==> src/hdl/tsc_pkg.sv <==
// Constants and types for the temperature conversion controller
package tsc_pkg;
  // ----------------------------------------
  // Clock and timing
  // ----------------------------------------
  localparam int CLK_HZ = 40000000;                 // System clock rate
  localparam int TEMP_INTERVAL_US = 5000;           // Idle temperature conversion interval (5 ms)
  localparam int TEMP_INTERVAL_CYC = TEMP_INTERVAL_US * (CLK_HZ / 1000000); // Cycles per interval
  localparam int PIN_PULSE_MAX_NS = 100;            // Longest low pulse that still means reset
  localparam int PIN_PULSE_MAX_CYC = (PIN_PULSE_MAX_NS * (CLK_HZ / 1000000)) / 1000; // Rounded down
  localparam int REF_SETTLE_US = 5500;              // Reference buffer power-up time (5.5 ms)
  localparam int REF_SETTLE_CYC = REF_SETTLE_US * (CLK_HZ / 1000000); // Settling cycles
  localparam int CNT_W = 18;                        // Width of interval counters
  // ----------------------------------------
  // Command word fields
  // ----------------------------------------
  localparam int CMD_W = 16;                        // Command register width
  localparam logic [15:0] CMD_RESET_VALUE = 16'h0000; // Command register after power-up
  localparam int CMD_TEMP_EN_BIT = 7;               // Temperature enable bit
  localparam int CMD_EXTERNAL_REFERENCE_SELECT_BIT = 4;               // External reference select bit
  localparam int CMD_SOFT_RST_BIT = 1;              // Software reset bit
  localparam int CMD_AUTOCYCLE_BIT = 0;             // Autocycle mode bit
  // ----------------------------------------
  // Data widths
  // ----------------------------------------
  localparam int RES_W = 12;                        // Conversion result width
  localparam int VOLT_FULL_SCALE = 4096;            // Codes per reference span
  localparam int AVG_FRAC_W = 3;                    // Extra fraction bits of the average
  localparam logic [11:0] RES_RESET_VALUE = 12'h000; // Results after reset
  // ----------------------------------------
  // Controller states
  // ----------------------------------------
  typedef enum logic [3:0] {
    TSC_IDLE  = 4'b0001,                            // Converter idle
    TSC_VOLT  = 4'b0010,                            // Voltage conversion running
    TSC_TEMP  = 4'b0100,                            // Temperature conversion running
    TSC_DOWN  = 4'b1000                             // Full power-down
  } tsc_state_e;
endpackage : tsc_pkg

==> src/hdl/tsc_pin_if.sv <==
// Interface carrying power-down/reset pin decode results
`timescale 1ns/10ps
interface tsc_pin_if;
  logic pinResetPulse;                              // Short low pulse seen: reset registers
  logic powerDown;                                  // Long low level: full power-down
  modport decoder (output pinResetPulse, output powerDown);
  modport ctrl (input pinResetPulse, input powerDown);
endinterface : tsc_pin_if

==> src/hdl/tsc_ctrl.sv <==
// Temperature conversion scheduling, result and average registers
`timescale 1ns/10ps
// Behaviour
// - Voltage straight binary, temperature twos complement
// - Voltage LSB is reference over 4096
// - Integration done starts temperature conversion
// - Command mode: temperature waits for voltage
// - Idle converter: temperature every 5 ms
// - Autocycle: at slot, else two cycles after voltage done; immediate when idle
// - Result register holds latest, always readable
// - Sensing and averaging only while enabled
// - Average is seven eighths old plus eighth new
// - First result reported directly after enable
// - Twelve bit twos complement, quarter degree
// - Reference select bit, internal after reset
// - Short low pin pulse resets registers
// - Long low pin means full power-down
// - Sixteen bit command, zero after reset
module tsc_ctrl (
  input wire logic sys_clk,                         // System clock, 40 MHz
  input wire logic reset,                           // Synchronous reset, active high
  input wire logic clkEnable,                       // Freezes all state when low
  input wire logic powerdown_reset_pin_n,           // Reset/power-down pin, active low
  input wire logic cmdWrite,                        // Command word write strobe
  input wire logic [15:0] cmdData,                  // Command word
  input wire logic voltStart,                       // Voltage conversion request
  input wire logic slotFree,                        // Autocycle sequence slot boundary
  input wire logic integrationDone,                 // Sensor integration period finished
  input wire logic adcDone,                         // Analog converter finished
  input wire logic [11:0] adcCode,                  // Raw converter code
  output logic adcStart,                            // Start a conversion pulse
  output logic adcSelTemp,                          // Conversion is on the temperature channel
  output logic externalReferenceSelect,             // External reference chosen
  output logic sensorEnable,                        // Temperature sensor powered
  output logic powerDown,                           // Full power-down level
  output logic [11:0] voltResult,                   // Voltage result, straight binary
  output logic [11:0] tempResult,                   // Temperature result, twos complement
  output logic [11:0] tempAverage,                  // Moving average of temperature
  output logic tempValid,                           // A temperature result is held
  output logic refReady                             // Reference settled after select change
);
  // ----------------------------------------
  // Pin decoder
  // ----------------------------------------
  tsc_pin_if pinBus();                              // Decoded pin events

  tsc_pin_decoder pinDecoder (
    .sys_clk(sys_clk),
    .reset(reset),
    .clkEnable(clkEnable),
    .powerdown_reset_pin_n(powerdown_reset_pin_n),
    .pinBus(pinBus.decoder)
  );

  // ----------------------------------------
  // State
  // ----------------------------------------
  logic [15:0] cmd;                                 // Command register
  // Registers reset by reset, the pin reset pulse or the soft reset bit
  logic anyReset;                                   // Combined reset
  assign anyReset = reset | pinBus.pinResetPulse | cmd[tsc_pkg::CMD_SOFT_RST_BIT];
  tsc_pkg::tsc_state_e state;                       // Controller state
  logic tempPending;                                // Temperature conversion waiting
  logic [tsc_pkg::CNT_W-1:0] idleCount;             // Idle interval counter
  logic [tsc_pkg::CNT_W-1:0] refCount;              // Reference settle counter
  logic firstDone;                                  // First result since enable taken
  logic [14:0] avgAcc;                              // Average with three fraction bits

  logic [15:0] next_cmd;                            // Next command
  tsc_pkg::tsc_state_e next_state;                  // Next state
  logic next_tempPending;                           // Next pending flag
  logic [tsc_pkg::CNT_W-1:0] next_idleCount;        // Next idle count
  logic [tsc_pkg::CNT_W-1:0] next_refCount;         // Next settle count
  logic next_firstDone;                             // Next first flag
  logic [14:0] next_avgAcc;                         // Next average
  logic next_adcStart;                              // Next start pulse
  logic next_adcSelTemp;                            // Next channel select
  logic [11:0] next_voltResult;                     // Next voltage result
  logic [11:0] next_tempResult;                     // Next temperature result
  logic next_tempValid;                             // Next valid flag

  // Shift to accumulator width, appending three zero fraction bits
  function automatic logic [14:0] tsc_ext(input logic [11:0] v);
    tsc_ext = {v, 3'b000};
  endfunction : tsc_ext

  // Seven eighths of old plus one eighth of new, kept with fraction bits
  function automatic logic [14:0] tsc_avg(input logic [14:0] acc, input logic [11:0] v);
    logic signed [15:0] diff;
    diff = 16'(signed'({v[11], v, 3'b000})) - 16'(signed'({acc[14], acc}));
    tsc_avg = 15'(signed'({acc[14], acc}) + (diff >>> 3));
  endfunction : tsc_avg

  // ----------------------------------------
  // Next-state logic
  // ----------------------------------------
  always_comb begin
    next_cmd = cmd;
    next_state = state;
    next_tempPending = tempPending;
    next_idleCount = idleCount;
    next_refCount = refCount;
    next_firstDone = firstDone;
    next_avgAcc = avgAcc;
    next_adcStart = 1'b0;
    next_adcSelTemp = adcSelTemp;
    next_voltResult = voltResult;
    next_tempResult = tempResult;
    next_tempValid = tempValid;
    if (cmdWrite) begin
      next_cmd = cmdData;
      if (cmdData[tsc_pkg::CMD_EXTERNAL_REFERENCE_SELECT_BIT] != cmd[tsc_pkg::CMD_EXTERNAL_REFERENCE_SELECT_BIT]) begin
        next_refCount = '0;
      end
    end else if (refCount != tsc_pkg::CNT_W'(tsc_pkg::REF_SETTLE_CYC)) begin
      next_refCount = refCount + 1'b1;
    end
    // Sensor events only while enabled
    if (!cmd[tsc_pkg::CMD_TEMP_EN_BIT]) begin
      next_tempPending = 1'b0;
      next_firstDone = 1'b0;
      next_idleCount = '0;
    end else if (integrationDone) begin
      next_tempPending = 1'b1;
    end
    case (state)
      tsc_pkg::TSC_IDLE: begin
        if (cmd[tsc_pkg::CMD_TEMP_EN_BIT]) begin
          if (idleCount == tsc_pkg::CNT_W'(tsc_pkg::TEMP_INTERVAL_CYC - 1)) begin
            next_idleCount = '0;
            next_tempPending = 1'b1;
          end else begin
            next_idleCount = idleCount + 1'b1;
          end
        end
        if (tempPending && cmd[tsc_pkg::CMD_TEMP_EN_BIT]) begin
          next_state = tsc_pkg::TSC_TEMP;
          next_adcStart = 1'b1;
          next_adcSelTemp = 1'b1;
          next_tempPending = integrationDone;       // New event in the start cycle wins
          next_idleCount = '0;
        end else if (voltStart) begin
          next_state = tsc_pkg::TSC_VOLT;
          next_adcStart = 1'b1;
          next_adcSelTemp = 1'b0;
          next_idleCount = '0;
        end
      end
      tsc_pkg::TSC_VOLT: begin
        if (adcDone) begin
          next_voltResult = adcCode;
          // Pending temperature waits for the end of a voltage slot
          if (tempPending && cmd[tsc_pkg::CMD_TEMP_EN_BIT] &&
              (!cmd[tsc_pkg::CMD_AUTOCYCLE_BIT] || slotFree)) begin
            next_state = tsc_pkg::TSC_TEMP;
            next_adcStart = 1'b1;
            next_adcSelTemp = 1'b1;
            next_tempPending = integrationDone;     // New event in the start cycle wins
          end else begin
            next_state = tsc_pkg::TSC_IDLE;
          end
        end
      end
      tsc_pkg::TSC_TEMP: begin
        if (adcDone) begin
          next_state = tsc_pkg::TSC_IDLE;
          if (cmd[tsc_pkg::CMD_TEMP_EN_BIT]) begin
            next_tempResult = adcCode;
            next_tempValid = 1'b1;
            next_firstDone = 1'b1;
            next_avgAcc = firstDone ? tsc_avg(avgAcc, adcCode) : tsc_ext(adcCode);
          end
        end
      end
      tsc_pkg::TSC_DOWN: begin
        if (!pinBus.powerDown) begin
          next_state = tsc_pkg::TSC_IDLE;
        end
      end
      default: begin
        next_state = tsc_pkg::TSC_IDLE;
      end
    endcase
    if (pinBus.powerDown) begin
      next_state = tsc_pkg::TSC_DOWN;
      next_adcStart = 1'b0;
    end
  end

  // ----------------------------------------
  // Registers
  // ----------------------------------------
  always_ff @(posedge sys_clk) begin
    if (anyReset) begin
      cmd <= tsc_pkg::CMD_RESET_VALUE;
      state <= tsc_pkg::TSC_IDLE;
      tempPending <= 1'b0;
      idleCount <= '0;
      refCount <= '0;
      firstDone <= 1'b0;
      avgAcc <= '0;
      adcStart <= 1'b0;
      adcSelTemp <= 1'b0;
      voltResult <= tsc_pkg::RES_RESET_VALUE;
      tempResult <= tsc_pkg::RES_RESET_VALUE;
      tempValid <= 1'b0;
    end else if (clkEnable) begin
      cmd <= next_cmd;
      state <= next_state;
      tempPending <= next_tempPending;
      idleCount <= next_idleCount;
      refCount <= next_refCount;
      firstDone <= next_firstDone;
      avgAcc <= next_avgAcc;
      adcStart <= next_adcStart;
      adcSelTemp <= next_adcSelTemp;
      voltResult <= next_voltResult;
      tempResult <= next_tempResult;
      tempValid <= next_tempValid;
    end
  end

  // Flopped views of command bits and status
  always_ff @(posedge sys_clk) begin
    if (reset) begin
      externalReferenceSelect <= 1'b0;
      sensorEnable <= 1'b0;
      powerDown <= 1'b0;
      tempAverage <= tsc_pkg::RES_RESET_VALUE;
      refReady <= 1'b0;
    end else if (clkEnable) begin
      externalReferenceSelect <= next_cmd[tsc_pkg::CMD_EXTERNAL_REFERENCE_SELECT_BIT];
      sensorEnable <= next_cmd[tsc_pkg::CMD_TEMP_EN_BIT];
      powerDown <= pinBus.powerDown;
      tempAverage <= next_avgAcc[14:3];
      refReady <= (next_refCount == tsc_pkg::CNT_W'(tsc_pkg::REF_SETTLE_CYC));
    end
  end
endmodule : tsc_ctrl

==> src/hdl/tsc_pin_decoder.sv <==
// Pulse-width decoder for the power-down/reset pin
`timescale 1ns/10ps
module tsc_pin_decoder (
  input wire logic sys_clk,                         // System clock
  input wire logic reset,                           // Synchronous reset
  input wire logic clkEnable,                       // Freezes state when low
  input wire logic powerdown_reset_pin_n,           // Raw pin, active low
  tsc_pin_if.decoder pinBus                         // Decoded events
);
  // ----------------------------------------
  // Synchroniser and width counter
  // ----------------------------------------
  logic pinMeta;                                    // First synchroniser stage
  logic pinSync;                                    // Second synchroniser stage
  logic [7:0] lowCount;                             // Cycles the pin has been low
  logic [7:0] next_lowCount;                        // Next low count
  logic next_reset;                                 // Next reset pulse
  logic next_down;                                  // Next power-down level
  logic resetPulse;                                 // Registered reset pulse
  logic downLevel;                                  // Registered power-down level

  // Width measure: pulse up to the limit resets, longer powers down
  always_comb begin
    next_lowCount = lowCount;
    next_reset = 1'b0;
    next_down = downLevel;
    if (!pinSync) begin
      if (lowCount != 8'hff) begin
        next_lowCount = lowCount + 8'h01;
      end
      if (32'(lowCount) >= tsc_pkg::PIN_PULSE_MAX_CYC) begin
        next_down = 1'b1;
      end
    end else begin
      next_lowCount = 8'h00;
      next_down = 1'b0;
      if (lowCount != 8'h00 && !downLevel) begin
        next_reset = 1'b1;
      end
    end
  end

  // Register stage
  always_ff @(posedge sys_clk) begin
    if (reset) begin
      pinMeta <= 1'b1;
      pinSync <= 1'b1;
      lowCount <= 8'h00;
      resetPulse <= 1'b0;
      downLevel <= 1'b0;
    end else if (clkEnable) begin
      pinMeta <= powerdown_reset_pin_n;
      pinSync <= pinMeta;
      lowCount <= next_lowCount;
      resetPulse <= next_reset;
      downLevel <= next_down;
    end
  end

  assign pinBus.pinResetPulse = resetPulse;
  assign pinBus.powerDown = downLevel;
endmodule : tsc_pin_decoder

==> config.mk <==
export PLATFORM = sky130hd
export DESIGN_NAME = tsc_ctrl
export DESIGN_NICKNAME = d
export VERILOG_FILES = /design/src/hdl/tsc_pkg.sv /design/src/hdl/tsc_pin_if.sv /design/src/hdl/tsc_ctrl.sv /design/src/hdl/tsc_pin_decoder.sv
export SDC_FILE = /design/constraint.sdc
export NUM_CORES = 1
export LEC_CHECK = 0
export BUFFER_PORTS_ARGS = -buffer_cell sky130_fd_sc_hd__buf_2
export CAP_MARGIN = 10
export CORE_MARGIN = 1.5
export CORE_UTILIZATION = 35
export CTS_BUF_LIST = sky130_fd_sc_hd__clkbuf_4 sky130_fd_sc_hd__clkbuf_8
export DETAILED_ROUTE_END_ITERATION = 8
export SYNTH_ARGS = -nofsm -noshare
export SYNTH_HDL_FRONTEND = slang
export SYNTH_SLANG_ARGS = --single-unit
==> constraint.sdc <==
create_clock -name sys_clk -period 6.3 [get_ports sys_clk]
set_input_delay 1.26 -clock sys_clk [delete_from_list [all_inputs] [get_ports sys_clk]]
set_output_delay 1.26 -clock sys_clk [all_outputs]
set_load 0.05 [all_outputs]
==> results of run 1 <==
==> placed cells by master (no fill, tap or decap), types with 5 or more instances in the layout <==
cell type | synthesis | final
dfxtp_1 | 116 | 116
nand2_1 | 112 | 112
a21oi_1 | 109 | 109
nor2_1 | 91 | 91
buf_2 | 2 | 67
o21ai_0 | 49 | 49
ha_1 | 33 | 33
nand3_1 | 32 | 32
inv_1 | 31 | 31
nor3_1 | 25 | 24
a211oi_1 | 20 | 20
clkbuf_8 | 0 | 18
xnor2_1 | 15 | 15
and3_1 | 15 | 15
nand4_1 | 14 | 14
a21o_1 | 13 | 13
a31oi_1 | 11 | 11
nand3b_1 | 10 | 10
mux2i_1 | 10 | 10
xor2_1 | 7 | 7
o21a_1 | 6 | 6
and2_1 | 5 | 5
nand2b_1 | 5 | 5
nor2b_1 | 5 | 5
or3_1 | 6 | 5
o211ai_1 | 5 | 5
buf_4 | 0 | 5
==> cell families (layout without fill, tap and decap cells) <==
group | count (synthesis) | count (layout) | share of synthesized area
simple gates | 355 | 355 | 0.2629
flops | 116 | 116 | 0.3506
mux | 14 | 14 | 0.02191
xor+xnor | 22 | 22 | 0.02909
compound gates | 248 | 248 | 0.2254
buf+inv | 78 | 134 | 0.04477
fa+ha+maj | 34 | 34 | 0.06536
other cells | 0 | 1 | 0
==> flip-flops by register name, indices dropped and copies added, names as in the netlist, 4 cells and up <==
register and cells:
voltResult 12, tempAverage 12, state 4, pinDecoder.lowCount 8, cmd 4, tempResult 12, refCount 18, avgAcc 15
idleCount 18
==> cells in the mapped netlist (4+ instances only) <==
cell type	count
o211ai_1	5
a211oi_1	20
mux2_2	4
a21oi_1	109
o21a_1	6
nand2_1	112
or3_1	6
a31oi_1	11
xor2_1	7
a21o_1	13
a211o_1	4
buf_1	5
dfxtp_1	116
nand2b_1	5
mux2i_1	10
inv_1	31
nor2b_1	5
clkbuf_1	39
nor3_1	25
ha_1	33
or3b_2	4
nand4_1	14
xnor2_1	15
nor2_1	91
nand3_1	32
nand3b_1	10
and2_1	5
and3_1	15
o21ai_0	49
nor4_1	4
==> report_power, final <==
part           leakage [uW]  internal, uW  total [uW]  switching [uW]
registers          0.000938           744         754            10.7
logic               0.00170          63.2         187             124
clock network      0.000198           404         729             325
total               0.00284          1210        1670             460
==> critical path: cells and delay by family <==
family	cells	cell delay, ns
AOI/OAI and AO/OA	11	2.27
and+or+nand+nor	3	0.79
adders and majority gates	2	0.67
xor gates and xnor gates	2	0.39
buffers and inverters	1	0.13
==> per-layer routing <==
metal / vias up / wire [um] / track usage
met5: - / 0 / 0
met4: 0 / 313 / 0.07401
met3: 24 / 691 / 0.04008
met2: 139 / 8423 / 0.3069
met1: 2976 / 8830 / 0.2527
li1: 3201 / - / -
==> layout make-up <==
| class | instances | area, sq um | area share |
|---|---|---|---|
| Multi-Input combinational cell | 673 | 4011 | 0.5327 |
| Sequential cell | 116 | 2322 | 0.3084 |
| Inverter | 31 | 116.4 | 0.01545 |
| Clock buffer | 19 | 255.2 | 0.03390 |
| Antenna cell | 1 | 2.502 | 0.0003323 |
| Tap cell | 234 | 292.8 | 0.03888 |
| Clock inverter | 12 | 156.4 | 0.02077 |
| Timing Repair Buffer | 72 | 372.9 | 0.04952 |
==> through the flow <==
stage | setup WS [ns] | power [uW] | area, sq um
2_1_floorplan | 1.260 | 904.6 | 6624
3_3_place_gp | 0.7172 | 957.1 | 7116
3_5_place_dp | 0.7228 | 958.0 | 7116
4_1_cts | 1.183 | 1692 | 7527
5_1_grt | 0.8139 | 1751 | 7530
6_report | 1.128 | 1670 | 7530
==> worst paths after layout <==
kind / startpoint / endpoint / slack [ns]
max: adcCode[0] / tempAverage[11] / 1.13
min: voltResult[6] / voltResult[6] / 0.46
max reg2reg: avgAcc[3] / tempAverage[11] / 1.64
min reg2reg: voltResult[6] / voltResult[6] / 0.46
==> results by group, run 1 <==
Outcome
  • Status: finished clean

Timing
  • Minimum clock period: between 5 and 6 ns
  • Slew Limit Fails: 0
  • Final hold vios: 0
  • Upper clock frequency limit: between 150 and 200 MHz
  • Clock skew: around 0.011 ns
  • Final count of negative-setup-slack endpoints: 0
  • Slew headroom: 0.2042
  • RSZ-0062 raised after global routing: no
  • Slew @ Worst Pin: approximately 1.2 ns
  • Worst hold slack: approximately 0.46 ns
  • Final period utilization: 0.8209
  • Setup TNS Final: 0 ns

Run
  • MaxCap Viol Count: 0

Finish
  • Final Util: 0.4039
  • Nets: between 900 and 1000
  • Non-filler instance count after layout: 1158
  • Area added between synthesis and finish: 13.68%
  • Share of cells above drive strength 1: 0.1333
  • Fillers: just under 2000

Drt
  • Post-DRT Antenna Nets: 0
  • Vias per cell: 5.475
  • Wire length per cell: roughly 16 um
  • Detailed Routing Iterations Pass 1: 5
  • WL final: approximately 18 mm
  • DR iter-0 viols: slightly above 400
  • Drc violations: 0
  • Vias: between 6000 and 7000

Place
  • DP Wirelength: 12.62 mm
  • Gpl congestion: approximately 0.82
  • IO Port Bufs: 67
  • Placed Cells incl. Taps: between 1000 and 1500

Critical path
  • Crit path cell chain: buf_2 -> ha_1 -> or4b_1 -> a2111oi_2 -> o311ai_0 -> a21boi_0 -> o21a_1 -> o21a_1 -> nor2_1 -> xnor2_1 -> ha_1 -> a21o_1 -> a21o_1 -> a21oi_1 -> o31ai_1 -> xnor2_1 -> a21oi_1 -> or2_0 -> a41o_1
  • Crit end category: register
  • CP Max Fanout: 6
  • Worst path required time: approximately 6.7 ns
  • Critical path class: in2reg
  • Setup crit start kind: primary input
  • Max incr delay on CP: roughly 0.50 ns
  • CP max stage cell: or4b_1
  • R2R cell count: 19
  • Critical path arrival: 5.52 ns

Clock tree
  • # H-tree levels: 4
  • CTS tree: built
  • Num CTS Buffers: 17
  • CTS sink cnt: 116
  • Worst-path clk slew: around 0.08 ns
  • Cell chosen for the clock root: clkbuf_8
  • Count of hold-fix buffers inserted at cts: 0
  • Post-CTS Resized: 0
  • Clock latency on the worst-skew pair: roughly 0.45 ns
  • Clock buffer depth: 2
  • Setup Buffers After CTS: 0

Yosys
  • Synth Area per Inst: 7.640 sq um
  • Yosys warning count: 0
  • Syn Nets: ~940
  • Sequential element share of the synthesized area: 0.3506
  • Area share of the largest cell type after synthesis: 0.3506
  • Netlist cell types: approximately 70
  • Primary FF master, synth: dfxtp_1
  • Mapped Cells: about 870
  • Cell Area, Synth: 6624 sq um
  • Register bit total from synthesis: approximately 120
  • Synth area leaders: dfxtp_1 35%, a21oi_1 8.2%, nand2_1 6.3%, ha_1 6.2%, nor2_1 5.2%
  • Number of synthesized flops with an enable pin: 0
  • Async SR Flop Fraction: 0
  • Post-synth top area cell: dfxtp_1

Floorplan
  • Chip Height: ~140 um
  • I/O pin count: 80
  • Die area: between 15000 and 20000 sq um
  • Num rows: 50
  • Core ar.: approximately 19000 sq um
  • DIE WIDTH: about 140 um
  • Starting Density: 0.3553

Pwr
  • Leakage: 0.002838 uW
  • Max IR drop VDD: roughly 0.13 mV
  • PwrDens: approximately 220 nW/um^2

Global route
  • All-Layer GR Usage: 0.1913
  • Vias in the first global route: about 5800
  • Largest net degree at the start of global routing: 51
  • Overflow after GRT: 0
  • Initial antenna violation count: 1
  • First-pass GRT wire length: between 30 and 40 mm

Hold path
  • Hold Crit Class: reg2reg
  • WHS Path Cells: 2
(Power assumes the default switching activity.)
==> run 2: changes to the inputs <==
--- a/config.mk
+++ b/config.mk
@@ -5,6 +5,7 @@
 export SDC_FILE = /design/constraint.sdc
 export NUM_CORES = 1
 export LEC_CHECK = 0
+export ABC_AREA = 1
 export BUFFER_PORTS_ARGS = -buffer_cell sky130_fd_sc_hd__buf_2
 export CAP_MARGIN = 10
 export CORE_MARGIN = 1.5
==> constraint.sdc (replaced) <==
create_clock -name sys_clk -period 5 [get_ports sys_clk]
set_input_delay 1 -clock sys_clk [delete_from_list [all_inputs] [get_ports sys_clk]]
set_output_delay 1 -clock sys_clk [all_outputs]
set_load 0.05 [all_outputs]
==> results by group, run 2 <==
Outcome
  • Status: finished clean

Critical path
  • R2R cell count: 24 (+5)
  • Crit path cell chain: buf_2 -> ha_1 -> nand2_1 -> inv_1 -> nand3_1 -> nand3_1 -> a21o_1 -> a21boi_1 -> o21ai_0 -> a21boi_0 -> xor2_1 -> inv_1 -> ha_1 -> a21oi_1 -> o21ai_0 -> nand2_1 -> nand3_1 -> nor2_1 -> nand3_1 -> nand3_1 -> nand2_1 -> nand2_1 -> nand2_1 -> a21oi_1
  • Critical path arrival: 4.36 ns (-1.16 ns)
  • CP max stage cell: ha_1
  • Worst path required time: 5.38 ns (-1.27 ns)
  • Critical path class: in2reg
  • Max incr delay on CP: 0.35 ns (-0.15 ns)
  • Setup crit start kind: primary input
  • Worst R2R Start: avgAcc[4]
  • CP Max Fanout: 5 (-1)
  • RR Endpoint: avgAcc[14]
  • Crit end category: register
  • Reg2Reg Setup Slack: 1.30 ns (-0.34 ns)

Drt
  • Wire length per cell: 14.69 um (-6.8%)
  • Detailed Routing Iterations Pass 1: 5 (unchanged)
  • DR iter-0 viols: 398 (-2.9%)
  • Vias: 7108 (+12%)
  • Drc violations: 0 (unchanged)
  • Vias per cell: 5.121 (-6.5%)
  • Post-DRT Antenna Nets: 0 (unchanged)
  • WL final: 20.39 mm (+12%)

Yosys
  • Primary FF master, synth: dfxtp_1
  • Synth area leaders: dfxtp_1 33%, nand2_1 11%, a21oi_1 8.6%, inv_1 6.3%, ha_1 5.8%
  • Synth Area per Inst: 6.765 sq um (-11%)
  • Number of synthesized flops with an enable pin: 0 (unchanged)
  • List of most frequent post-synthesis cells: 207 x nand2_1, 123 x a21oi_1, 119 x inv_1, 116 x dfxtp_1, 92 x nor2_1
  • Mapped Cells: 1053 (+21%)
  • Register bit total from synthesis: 116 (unchanged)
  • Async SR Flop Fraction: 0 (unchanged)
  • Syn Nets: 1124 (+20%)
  • Post-synth top area cell: dfxtp_1
  • Sequential element share of the synthesized area: 0.3260 (-0.02457)
  • Yosys warning count: 0 (unchanged)
  • Netlist cell types: 50 (-26%)
  • Area share of the largest cell type after synthesis: 0.3260 (-0.02457)
  • Cell Area, Synth: 7123 sq um (+7.5%)
  • Cell with the most instances after synthesis: nand2_1

Run
  • MaxCap Viol Count: 0 (unchanged)

Timing
  • Clock skew: 0.01259 ns (+0.001493 ns)
  • Setup TNS Final: 0 ns (unchanged)
  • Slew headroom: 0.4039 (+0.1997)
  • Final period utilization: 0.7960
  • Final count of negative-setup-slack endpoints: 0 (unchanged)
  • Minimum clock period: roughly 4 ns
  • Upper clock frequency limit: around 250 MHz
  • RSZ-0062 raised after global routing: no
  • Slew @ Worst Pin: 0.8929 ns (-0.2929 ns)
  • Slew Limit Fails: 0 (unchanged)
  • Final hold vios: 0 (unchanged)

Clock tree
  • Clock buffer depth: 2 (unchanged)
  • CTS sink cnt: 116 (unchanged)
  • Count of hold-fix buffers inserted at cts: 0 (unchanged)
  • Clock latency on the worst-skew pair: 0.45 ns (about the same)
  • Cell chosen for the clock root: clkbuf_8
  • # H-tree levels: 4 (unchanged)
  • Setup Buffers After CTS: 0 (unchanged)
  • Num CTS Buffers: 17 (unchanged)
  • Post-CTS Resized: 0 (unchanged)
  • Worst-path clk slew: 0.08 ns (about the same)
  • CTS tree: built

Finish
  • Area added between synthesis and finish: 13.65% (about the same)
  • Share of cells above drive strength 1: 0.1270 (-0.006249)
  • Post-route cell area: 8095 sq um (+7.5%)
  • Fillers: 2161 (+12%)
  • Antenna diodes: 0 (-1)
  • Nets: 1176 (+20%)
  • Commonest non-fill, non-tap cell in the layout: nand2_1
  • Biggest regs: idleCount: 18 flops, refCount: 18 flops, avgAcc: 15 flops
  • Footprint of the multi-input gates: 4141 sq um (+3.2%)
  • Leading cell types in the layout, fill and taps excluded: 207 x nand2_1, 123 x a21oi_1, 119 x inv_1
  • Register Area: 2322 sq um (unchanged)

Floorplan
  • DIE WIDTH: 145.7 um (+3.6%)
  • Die area: 21220 sq um (+7.4%)
  • Chip Height: 145.7 um (+3.6%)
  • Starting Density: 0.3543 (-0.0009953)
  • I/O pin count: 80 (unchanged)
  • Num rows: 52 (+4.0%)
  • Core ar.: 20100 sq um (+7.8%)

Global route
  • Largest net degree at the start of global routing: 44 (-14%)
  • Vias in the first global route: 6618 (+14%)
  • Overflow after GRT: 0 (unchanged)
  • All-Layer GR Usage: 0.1947 (+0.003417)
  • Initial antenna violation count: 0 (-1)
  • First-pass GRT wire length: 33.32 mm (+11%)

Pwr
  • PwrDens: 276.1 nW/um^2 (+24%)
  • Max IR drop VDD: 0.1244 mV (-5.7%)
  • Leakage: 0.003407 uW (+20%)

Place
  • IO Port Bufs: 67 (unchanged)
  • Area post-placement: 7674 sq um (+7.8%)
  • DP Wirelength: 14.78 mm (+17%)
  • Gpl congestion: 0.9403 (+15%)

Hold path
  • WHS Path Cells: 2 (unchanged)
  • Hold path start: powerDown
  • Worst Hold Path EP: powerDown
  • Hold Crit Class: reg2reg
-- run 2: critical path: cells and delay by family --
kind / cells / cell delay [ns]
buf+inv: 3 / 0.26
simple gates: 11 / 0.95
compound gates: 7 / 1.30
xor+xnor: 1 / 0.16
fa+ha+maj: 2 / 0.69
-- run 2: area by class of cell --
cell class / count / share of cell area
Multi-Input combinational cell: 766 / 0.5116
Sequential cell: 116 / 0.2869
Inverter: 131 / 0.06074
Timing Repair Buffer: 73 / 0.04699
Tap cell: 270 / 0.04173
Clock buffer: 17 / 0.02890
Clock inverter: 15 / 0.02318
-- run 2: cells by family (layout without fill, tap and decap cells) --
group / count (synthesis) / after routing / synth area share
AND/OR/NAND/NOR: 448 / 448 / 0.2821
AO/OA/AOI/OAI: 252 / 252 / 0.1985
buffers and inverters: 171 / 236 / 0.09327
flip-flops: 116 / 116 / 0.3260
adder cells (fa/ha/maj): 34 / 34 / 0.06078
XOR/XNOR: 32 / 32 / 0.03935
-- run 2: metrics by stage --
step / setup slack [ns] / hold WS [ns] / utilization / cells / power [uW]
2_1_floorplan: 1.199 / 0.4263 / - / 1053 / 1219
3_3_place_gp: 0.6179 / 0.4463 / 0.3817 / 1356 / 1307
3_5_place_dp: 0.5988 / 0.4536 / 0.3817 / 1356 / 1308
4_1_cts: 1.046 / 0.4661 / 0.4027 / 1388 / 2259
5_1_grt: 0.6923 / 0.4853 / 0.4027 / 1388 / 2346
6_report: 1.020 / 0.4622 / 0.4027 / 1388 / 2235
-- run 2: worst max path at each step --
stage	cells after the start	end	slack (ns)	from
after floorplan	24	avgAcc[14]	1.20	adcCode[0]
after global placement	25	tempAverage[11]	0.62	adcCode[0]
after detailed placement	24	avgAcc[14]	0.60	adcCode[0]
after CTS	24	avgAcc[14]	1.05	adcCode[0]
after global routing	24	avgAcc[14]	0.69	adcCode[0]
final	24	avgAcc[14]	1.02	adcCode[0]
-- run 2: report_power, final --
part	leakage (uW)	internal, uW	total [uW]	switching [uW]
registers	0.000941	946	971	25.1
clock network	0.000213	470	947	477
logic	0.00225	95.9	317	221
-- run 2: metal layers --
metal	vias up	wire length [um]	GRT usage
met4	0	444	0.07041
met1	3292	9300	0.2450
met3	31	730	0.03260
met2	140	9913	0.3348
li1	3645	-	-
met5	-	0	0
==> run 3: changes to the inputs <==
==> constraint.sdc (replaced) <==
create_clock -name sys_clk -period 3.49 [get_ports sys_clk]
set_input_delay 0.698 -clock sys_clk [delete_from_list [all_inputs] [get_ports sys_clk]]
set_output_delay 0.698 -clock sys_clk [all_outputs]
set_load 0.05 [all_outputs]
==> results by group, run 3 (synthesis gave the netlist of run 2 again) <==
Finish
  • Nets: 1233 (+4.8%)
  • Footprint of the multi-input gates: 4245 sq um (+2.5%)
  • Leading cell types in the layout, fill and taps excluded: 204 x nand2_1, 119 x inv_1, 117 x a21oi_1
  • Final Util: 0.4260 (+0.02334)
  • Fillers: 2091 (-3.2%)
  • Share of cells above drive strength 1: 0.1882 (+0.06123)
  • Commonest non-fill, non-tap cell in the layout: nand2_1
  • Area added between synthesis and finish: 20.24%
  • Register Area: 2326 sq um (+0.16%)
  • Post-route cell area: 8564 sq um (+5.8%)
  • Biggest regs: idleCount: 18 flops, refCount: 18 flops, avgAcc: 15 flops

Timing
  • Minimum clock period: between 3 and 4 ns
  • Final count of negative-setup-slack endpoints: 0 (unchanged)
  • Final period utilization: 0.9321
  • Setup TNS Final: 0 ns (unchanged)
  • Clock skew: 0.01698 ns (+0.004391 ns)
  • Slew Limit Fails: 0 (unchanged)
  • Upper clock frequency limit: 307.4 MHz
  • Worst hold slack: 0.4617 ns (-0.0005190 ns)
  • Slew headroom: 0.5673 (+0.1635)
  • Slew @ Worst Pin: 0.6469 ns (-0.2460 ns)
  • Final hold vios: 0 (unchanged)

Pwr
  • Switching power: 982.6 uW (+36%)
  • Sequential power share: 0.461 (+0.026)
  • Leakage: 0.003639 uW (+6.8%)
  • Internal power: 2040 uW (+35%)
  • PwrDens: 353.0 nW/um^2 (+28%)
  • Part of the power in combinational logic: 0.175 (+0.033)
  • Sw frac: 0.3250 (+0.001550)
  • Clock power frac: 0.364 (-0.060)
  • Max IR drop VDD: 0.1601 mV (+29%)

Drt
  • WL final: 20.86 mm (+2.3%)
  • Vias per cell: 5.075 (-0.90%)
  • Drc violations: 0 (unchanged)
  • DR iter-0 viols: 369 (-7.3%)
  • Wire length per cell: 14.44 um (-1.7%)
  • Vias: 7333 (+3.2%)
  • Post-DRT Antenna Nets: 0 (unchanged)
  • Detailed Routing Iterations Pass 1: 5 (unchanged)

Critical path
  • Setup crit start kind: primary input
  • Crit end category: register
  • Max incr delay on CP: 0.38 ns (+0.03 ns)
  • CP bufs+invs: 2 (-1)
  • Crit-path most repeated cell: nand2_1
  • CP Max Fanout: 4 (-1)
  • Crit path cell chain: buf_2 -> ha_1 -> nand2_1 -> nand2_1 -> nor2_1 -> nand2_1 -> nand2_1 -> o21ai_2 -> a21oi_2 -> o21ai_2 -> buf_4 -> xor2_2 -> ha_1 -> nand2_2 -> nor2_1 -> nand3_1 -> a31o_2 -> nand3_1 -> o211ai_1 -> nand2_1 -> nand2_1 -> a21oi_1
  • Origin of the worst setup path: adcCode[3]
  • Critical path arrival: 3.61 ns (-0.75 ns)
  • CP max stage cell: ha_1
  • Worst R2R Start: avgAcc[5]
  • Cell family with most CP delay: simple AND/OR/NAND/NOR gates
  • Worst path required time: 3.85 ns (-1.53 ns)
  • Critical path class: in2reg

Clock tree
  • Clock latency on the worst-skew pair: 0.44 ns (about the same)
  • Num CTS Buffers: 17 (unchanged)
  • # H-tree levels: 4 (unchanged)
  • Cell chosen for the clock root: clkbuf_8
  • Clock buffer depth: 2 (unchanged)
  • Worst-path clk slew: 0.07 ns (about the same)
  • CTS sink cnt: 116 (unchanged)
  • CTS tree: built
  • Setup Buffers After CTS: 0 (unchanged)

Place
  • Gpl congestion: 0.8941 (-4.9%)
  • Area post-placement: 8114 sq um (+5.7%)
  • IO Port Bufs: 67 (unchanged)
  • DP Wirelength: 15.22 mm (+3.0%)

Global route
  • Vias in the first global route: 6777 (+2.4%)
  • Initial antenna violation count: 1 (+1)
  • Overflow after GRT: 0 (unchanged)
  • Largest net degree at the start of global routing: 43 (-2.3%)
  • All-Layer GR Usage: 0.1962 (+0.001487)
  • First-pass GRT wire length: 33.82 mm (+1.5%)

Outcome
  • Status: finished clean

Floorplan
  • Starting Density: 0.3543 (unchanged)
  • Core ar.: 20100 sq um (unchanged)
  • Chip Height: 145.7 um (unchanged)
  • DIE WIDTH: 145.7 um (unchanged)
  • Num rows: 52 (unchanged)
  • Die area: 21220 sq um (unchanged)
  • I/O pin count: 80 (unchanged)

Hold path
  • Hold Crit Class: reg2reg
  • Hold path start: pinDecoder.pinMeta

Run
  • MaxCap Viol Count: 0 (unchanged)
==> run 3: worst paths after layout <==
kind                                           end  slack [ns]  cells after the start
worst min-delay path            pinDecoder.pinMeta        0.46                      2
worst max-delay path                    avgAcc[12]        0.24                     22
worst min register to register  pinDecoder.pinMeta        0.46                      2
worst max register to register          avgAcc[12]        0.25                     20
==> run 3: tightest hold or removal path, cell delays in order, from the launching register on <==
cell and delay, ns:
dfxtp_1 0.31, nand2_1 0.06, nand2_1 0.05
==> run 3: layer usage <==
layer  share of wire  global-route usage
met2            0.49              0.3388
met4           0.022             0.06786
met3           0.033             0.03323
met1            0.45              0.2466
met5               0                   0
==> run 3: timing repair <==
action | in CTS | in global routing
resized for setup | 0 | 29
setup endpoints to repair | 0 | 16
hold buffers | 0 | 0
==> run 3: through the flow <==
stage                     worst slack (ns)  power (uW)  instances
final                               0.2371        3023       1445
after global routing              -0.02524        3174       1445
after CTS                          0.02034        3040       1444
after detailed placement           -0.3851        1933       1413
after global placement             -0.3248        1928       1413
after floorplan                    0.03419        1747       1053
==> run 3: final cells by class <==
cell class,instances,share of cell area
sequential,116,0.2716
timing repair buffer,130,0.09584
clock buffer,17,0.02732
multi-input combinational,766,0.4957
inverter,131,0.05741
antenna,1,0.0002922
clock inverter,14,0.01242
tap,270,0.03944
==> run 3: power groups by stage <==
stage,clock [uW],sequential (uW),combinational [uW]
2_1_floorplan,0,1430,316
3_3_place_gp,0,1420,506
3_5_place_dp,0,1420,511
4_1_cts,1140,1390,513
5_1_grt,1190,1400,587
6_report,1100,1390,528
